[src/rtl/bpsg_regs.vh]
// How it works
// - At most one decoded select low, only when upstream low
// - Codes 0-3 UART ports 4..1, 4-7 external
// - Fourth region select passes through one register stage, one clock late
// - Enabled UART interrupts drive capcomp channels a-c
// - Disabled interrupt mode leaves controller pin undriven
// - Power-up holds reset line low over 50 ms
// - Each UART port has own select, 8 bytes
`ifndef BPSG_REGS_VH
`define BPSG_REGS_VH
`define BPSG_SEL_COUNT     8
`define BPSG_CODE_UART4    3'h0
`define BPSG_CODE_UART3    3'h1
`define BPSG_CODE_UART2    3'h2
`define BPSG_CODE_UART1    3'h3
`define BPSG_CODE_EXT0     3'h4
`define BPSG_CODE_EXT1     3'h5
`define BPSG_CODE_EXT2     3'h6
`define BPSG_CODE_EXT3     3'h7
`define BPSG_UART_SPAN_B   8
`define BPSG_CLK_NS        10
`define BPSG_RST_HOLD_MS   50
`define BPSG_RST_HOLD_CYC  ((`BPSG_RST_HOLD_MS * 1000000) / `BPSG_CLK_NS + 1)
`endif

[src/rtl/bpsg_glue.v]
`timescale 1ns/1ps
`include "bpsg_regs.vh"
// Peripheral select decoder, interrupt routing and reset glue
module bpsg_glue #(
    parameter RST_HOLD_CYC = `BPSG_RST_HOLD_CYC  // Power-up hold, shorten in sim
) (
    input  wire       clk_sys_i,                   // System clock
    input  wire       rst_n_i,                     // Async power-up reset
    input  wire       upstream_region_select_n_i,  // Region select from host
    input  wire       passthrough_region_select_n_i, // Fourth region select
    input  wire [2:0] addr_hi_i,                   // Address bits A18..A16
    input  wire [2:0] uart_irq_i,                  // Interrupts, ports 2..4
    input  wire [2:0] irq_mode_en_i,               // Interrupt mode, ports 2..4
    input  wire       reset_line_i,                // Sensed shared reset line
    output reg        reset_line_o,                // Drive value, always low
    output reg        reset_line_oe_o,             // Reset line drive enable
    output reg        passthrough_region_select_n_o, // To connector
    output reg        uart_port4_select_n_o,       // Port 4 select
    output reg        uart_port3_select_n_o,       // Port 3 select
    output reg        uart_port2_select_n_o,       // Port 2 select
    output reg        uart_port1_select_n_o,       // Port 1 select
    output reg        ext_select0_n_o,             // Connector select 0
    output reg        ext_select1_n_o,             // Connector select 1
    output reg        ext_select2_n_o,             // Connector select 2
    output reg        ext_select3_n_o,             // Connector select 3
    output reg        capcomp_channel_a_o,         // Port 2 interrupt out
    output reg        capcomp_channel_b_o,         // Port 3 interrupt out
    output reg        capcomp_channel_c_o,         // Port 4 interrupt out
    output reg  [2:0] capcomp_oe_o                 // Drive enables a..c
);
    wire       rg_oe;        // Reset generator drive
    wire       line_low;     // Reset line seen low
    reg  [7:0] sel_n_d;      // Decoded selects, active low

    // One-hot active-low decode of address code
    function [7:0] dec_sel_n;
        input       en_n;
        input [2:0] code;
        begin
            dec_sel_n = 8'hFF;
            if (!en_n) begin
                dec_sel_n[code] = 1'b0;
            end
        end
    endfunction

    // Power-up reset stretcher
    bpsg_reset_gen #(
        .HOLD_CYC (RST_HOLD_CYC)
    ) u_rst (
        .clk_sys_i    (clk_sys_i),
        .rst_n_i      (rst_n_i),
        .line_i       (reset_line_i),
        .line_oe_o    (rg_oe),
        .line_low_q_o (line_low)
    );

    // Decode, blanked while reset line low
    always @* begin
        if (line_low) begin
            sel_n_d = 8'hFF;
        end else begin
            sel_n_d = dec_sel_n(upstream_region_select_n_i, addr_hi_i);
        end
    end

    // Registered outputs
    always @(posedge clk_sys_i or negedge rst_n_i) begin
        if (!rst_n_i) begin
            reset_line_o                  <= 1'b0;
            reset_line_oe_o               <= 1'b1;
            passthrough_region_select_n_o <= 1'b1;
            {ext_select3_n_o, ext_select2_n_o, ext_select1_n_o, ext_select0_n_o} <= 4'hF;
            {uart_port1_select_n_o, uart_port2_select_n_o} <= 2'h3;
            {uart_port3_select_n_o, uart_port4_select_n_o} <= 2'h3;
            capcomp_channel_a_o           <= 1'b0;
            capcomp_channel_b_o           <= 1'b0;
            capcomp_channel_c_o           <= 1'b0;
            capcomp_oe_o                  <= 3'h0;
        end else begin
            reset_line_o                  <= 1'b0;
            reset_line_oe_o               <= rg_oe;
            passthrough_region_select_n_o <= passthrough_region_select_n_i;
            // Each UART port on its own 8-byte select
            uart_port4_select_n_o <= sel_n_d[`BPSG_CODE_UART4];
            uart_port3_select_n_o <= sel_n_d[`BPSG_CODE_UART3];
            uart_port2_select_n_o <= sel_n_d[`BPSG_CODE_UART2];
            uart_port1_select_n_o <= sel_n_d[`BPSG_CODE_UART1];
            ext_select0_n_o       <= sel_n_d[`BPSG_CODE_EXT0];
            ext_select1_n_o       <= sel_n_d[`BPSG_CODE_EXT1];
            ext_select2_n_o       <= sel_n_d[`BPSG_CODE_EXT2];
            ext_select3_n_o       <= sel_n_d[`BPSG_CODE_EXT3];
            // Interrupt routing, masked when mode off
            capcomp_channel_a_o   <= uart_irq_i[0] & irq_mode_en_i[0];
            capcomp_channel_b_o   <= uart_irq_i[1] & irq_mode_en_i[1];
            capcomp_channel_c_o   <= uart_irq_i[2] & irq_mode_en_i[2];
            capcomp_oe_o          <= irq_mode_en_i;
        end
    end
endmodule // bpsg_glue

[src/rtl/bpsg_reset_gen.v]
`timescale 1ns/1ps
`include "bpsg_regs.vh"
// Power-up reset stretcher, drives shared line open-drain
module bpsg_reset_gen #(
    parameter HOLD_CYC = `BPSG_RST_HOLD_CYC,  // Cycles the line is held low
    parameter CNT_W    = 23                   // Counter width
) (
    input  wire clk_sys_i,      // System clock
    input  wire rst_n_i,        // Power-up reset
    input  wire line_i,         // Sensed level of shared reset line
    output reg  line_oe_o,      // Drive line low while high
    output reg  line_low_q_o    // Registered line low indication
);
    localparam integer     HOLD_M1   = HOLD_CYC - 1;          // Last count, full width
    localparam [CNT_W-1:0] HOLD_LAST = HOLD_M1[CNT_W-1:0];    // Cut to counter width
    reg [CNT_W-1:0] cnt_q;      // Hold counter
    reg             busy_q;     // Still holding after power-up

    // Counts the hold period, then releases the line
    always @(posedge clk_sys_i or negedge rst_n_i) begin
        if (!rst_n_i) begin
            cnt_q        <= {CNT_W{1'b0}};
            busy_q       <= 1'b1;
            line_oe_o    <= 1'b1;
            line_low_q_o <= 1'b1;
        end else begin
            line_low_q_o <= ~line_i | busy_q;
            if (busy_q) begin
                if (cnt_q == HOLD_LAST) begin
                    busy_q    <= 1'b0;
                    line_oe_o <= 1'b0;
                end else begin
                    cnt_q <= cnt_q + {{(CNT_W-1){1'b0}}, 1'b1};
                end
            end
        end
    end
endmodule // bpsg_reset_gen

[config.mk]
export PLATFORM = sky130hd
export DESIGN_NAME = bpsg_glue
export DESIGN_NICKNAME = d
export VERILOG_FILES = /design/src/rtl/bpsg_glue.v /design/src/rtl/bpsg_reset_gen.v
export VERILOG_INCLUDE_DIRS = /design/src /design/src/rtl
export SDC_FILE = /design/constraint.sdc
export NUM_CORES = 1
export LEC_CHECK = 0
export BUFFER_PORTS_ARGS = -buffer_cell sky130_fd_sc_hd__buf_2
export CORE_ASPECT_RATIO = 1.75
export CORE_MARGIN = 2
export CORE_UTILIZATION = 25
export DETAILED_ROUTE_END_ITERATION = 8
export MAX_ROUTING_LAYER = met4
export PLACE_DENSITY = 0.45
export REMOVE_ABC_BUFFERS = 1
export SLEW_MARGIN = 15
export SYNTH_ARGS = -nofsm -noshare
export SYNTH_HDL_FRONTEND = slang
export SYNTH_SLANG_ARGS = --single-unit
[constraint.sdc]
create_clock -name clk_sys_i -period 2.35 [get_ports clk_sys_i]
set_clock_uncertainty 0.15 [all_clocks]
set_input_delay 0.235 -clock clk_sys_i [delete_from_list [all_inputs] [get_ports clk_sys_i]]
set_output_delay 0.235 -clock clk_sys_i [all_outputs]
set_load 0.02 [all_outputs]
==> results.py <==
metrics = {
    "logic_synthesis": {
        "avgSynthCellArea_um2": 11.99,
        "synth_top_cell_by_area": "dfrtp_1",
        "synth.area.top_cells": "dfrtp_1, dfstp_2, xor2_1, xnor2_1, nand2_1",
        "yosysSeqAreaShare_pct": 60.54,
        "synthCells": 147,
        "synth-edff-count": 0,
        "synth_cell_types": 33,
        "muxShareOfSynthArea_pct": 0.6388,
        "synthArstFlopShare_pct": 100.0,
        "synth_commonest_cells": "dfrtp_1, nand2_1, dfstp_2",
        "synth-adder-area-share_pct": 1.419,
        "yosys_register_bits": 42,
        "synth_top_family_by_area": "simple AND/OR/NAND/NOR gates",
        "synth_ff_type": "dfrtp_1",
        "yosysMostFrequentCell": "dfrtp_1",
        "ys_warn_count": 0,
        "synth_compound_area_share_pct": 0.9226,
        "synth_top_cell_area_share_pct": 41.16,
        "yosys.area_share.simple_pct": 22.78,
        "synth.cell_area_um2": 1763,
        "synth-xor-area-share_pct": 10.93,
    },
    "sta": {
        "worstMarginPinSlew_ps": 536.5,
        "rsz0062_at_grt": "no",
        "slew_violations": 0,
        "period_minus_slack_ps": 2048,
        "maxClockFrequency_ghz": 0.4883,
        "finalSetupViolations": 0,
        "slew_headroom_pct": 64.23,
        "tns_ps": 0,
        "fin_crit_sh_pct": 87.14,
        "hold_slack_ps": 12.27,
        "hold_viol_final": 0,
    },
    "clocking": {
        "clock-sinks": 42,
        "insertion_delay_ps": 280,
        "post_cts_buffers": 0,
        "cts_root_buf": "clkbuf_16",
        "clock_path_buffers": 2,
        "cts.clk_slew.worst_paths_ps": 60,
        "cts_resized": 0,
        "cts_buffers": 5,
        "htreeDepth": 2,
        "cts_tree": "built",
    },
    "worst_setup_path": {
        "end_kind": "flip-flop",
        "crit_type": "reg -> reg",
        "worstPathArrival_ps": 2060,
        "cp.required_ps": 2360,
        "r2r_slack_ps": 300,
        "startpoint_type": "flip-flop",
        "crit_path_max_fanout": 6,
    },
    "final_layout": {
        "regArea_um2": 1067,
        "utilization_pct": 32.34,
        "final_nets": 204,
        "multiInputGateArea_um2": 650.6,
        "finalNonFillerCells": 273,
        "drive_gt1_share_pct": 32.80,
        "fill_cells": 722,
        "antenna_cells": 0,
        "synthToLayoutAreaGrowth_pct": 25.76,
    },
    "detailed_routing": {
        "routed_wl_um": 3385,
        "drt_iter0_drc": 42,
        "drtAntennaViolNets": 0,
        "drc_errors": 0,
        "viasPerCell": 4.388,
        "dr.pass1.iters": 3,
        "vias": 1198,
        "wl_per_cell_um": 12.40,
    },
    "placement": {
        "dp_hpwl_um": 2459,
        "gp_congestion": 0.6802,
        "dp.cells": 259,
        "portBuffers": 29,
    },
    "die": {
        "ios": 31,
        "num_rows": 40,
        "fp.dieW_um": 67.48,
        "start_util_pct": 25.71,
        "dieArea_um2": 7766,
        "core_area_um2": 6857,
        "fp.dieH_um": 115.1,
    },
    "grt": {
        "antenna_found_initial": 0,
        "overflow": 0,
        "grt_pass1_wl_um": 5761,
        "track_usage_pct": 10.15,
        "grt_start_max_net_pins": 43,
        "grt_pass1_vias": 1246,
    },
    "job": {
        "drv_cap": 0,
    },
    "pwr": {
        "p_per_area_nw_per_um2": 677.1,
        "p_leak_nw": 1.022,
        "ir_worst_vdd_mv": 0.2352,
    },
    "status": {
        "outcome": "complete, no violations",
    },
    "worst_hold_path": {
        "hold_path.class": "in -> reg",
    },
}
## through the flow
| step | cell area (µm²) | power, W | worst slack (ps) |
|---|---|---|---|
| global route | 2217 | 0.001562 | 65.21 |
| global placement | 2006 | 0.0008080 | 323.8 |
| CTS | 2217 | 0.001532 | 266.9 |
| finish | 2217 | 0.001501 | 302.2 |
| floorplan | 1740 | 0.0007710 | 329.9 |
| detailed placement | 2006 | 0.0008089 | 280.8 |
## final cells by class
type,instances,area share [%]
tap,84,4.740
timing repair buffer,37,9.932
multi-input combinational,96,29.35
clock inverter,2,0.5643
sequential,42,48.14
clock buffer,6,6.264
inverter,6,1.016
## timing repair
action,in CTS,in global routing
hold buffers,6,0
setup endpoints to repair,0,0
endpoints found under the hold margin,34,0
## path summary, 6_finish.rpt
check	start	end	cells past startpoint
max	u_rst.cnt_q[0]	u_rst.cnt_q[5]	8
min	addr_hi_i[1]	ext_select3_n_o	2
max reg2reg	u_rst.cnt_q[0]	u_rst.cnt_q[5]	8
min reg2reg	u_rst.line_oe_o	reset_line_oe_o	0
max in group asynchronous	rst_n_i	u_rst.line_oe_o	3
min in group asynchronous	rst_n_i	capcomp_oe_o[2]	3
## state kept, by name, summed over array words and instances (netlist names)
signal	cells
reset_line_oe_o	1
passthrough_region_select_n_o	1
u_rst.line_low_q_o	1
uart_port3_select_n_o	1
ext_select2_n_o	1
uart_port2_select_n_o	1
u_rst.cnt_q	23
uart_port1_select_n_o	1
capcomp_channel_c_o	1
capcomp_oe_o	3
uart_port4_select_n_o	1
ext_select1_n_o	1
capcomp_channel_b_o	1
ext_select0_n_o	1
ext_select3_n_o	1
u_rst.line_oe_o	1
u_rst.busy_q	1
capcomp_channel_a_o	1
## critical path, cell delays in order, from the launching register on
cell,delay (ps)
dfrtp_1,430
inv_1,80
ha_1,130
nor4bb_1,260
nand4_1,170
o21ai_2,320
buf_4,220
nor3_2,50
xor2_1,140
## power breakdown
group          internal, W  total [W]  leakage (nW)  switching (W)
Sequential        0.000736   0.000738         0.531     0.00000201
Clock             0.000421   0.000700        0.0729       0.000279
Combinational    0.0000246  0.0000636         0.418      0.0000390
## logic make-up after synthesis
kind of cell,Yosys count
other,1
multiplexers,1
XOR/XNOR,22
buffers and inverters,9
AO/OA/AOI/OAI,2
flip-flops,42
adder cells (fa/ha/maj),2
AND/OR/NAND/NOR,68
## routing by layer
layer | up-vias | wire, µm | GRT usage (%)
met2 | 29 | 1879 | 18.17
met4 | 0 | 61 | 4.082
met1 | 593 | 1292 | 10.25
li1 | 570 | - | -
met3 | 6 | 151 | 2.348
met5 | - | 0 | -
## cells in the final DEF (no fill, tap or decap), types with 2 or more instances in the layout
master,Yosys,routed
and3_1,4,4
ha_1,2,2
nand4_1,6,6
nand3_1,10,10
dfstp_2,13,13
dfrtp_1,29,29
inv_1,6,6
and2_1,3,3
clkbuf_16,0,5
xor2_1,12,12
nand2_1,14,14
nor3_2,4,4
nor2b_1,2,2
xnor2_1,10,10
buf_2,0,29
buf_4,1,2
dlygate4sd3_1,0,6
nor2_1,11,11
nor3_1,3,3
Power figures use the tool's default switching activity.
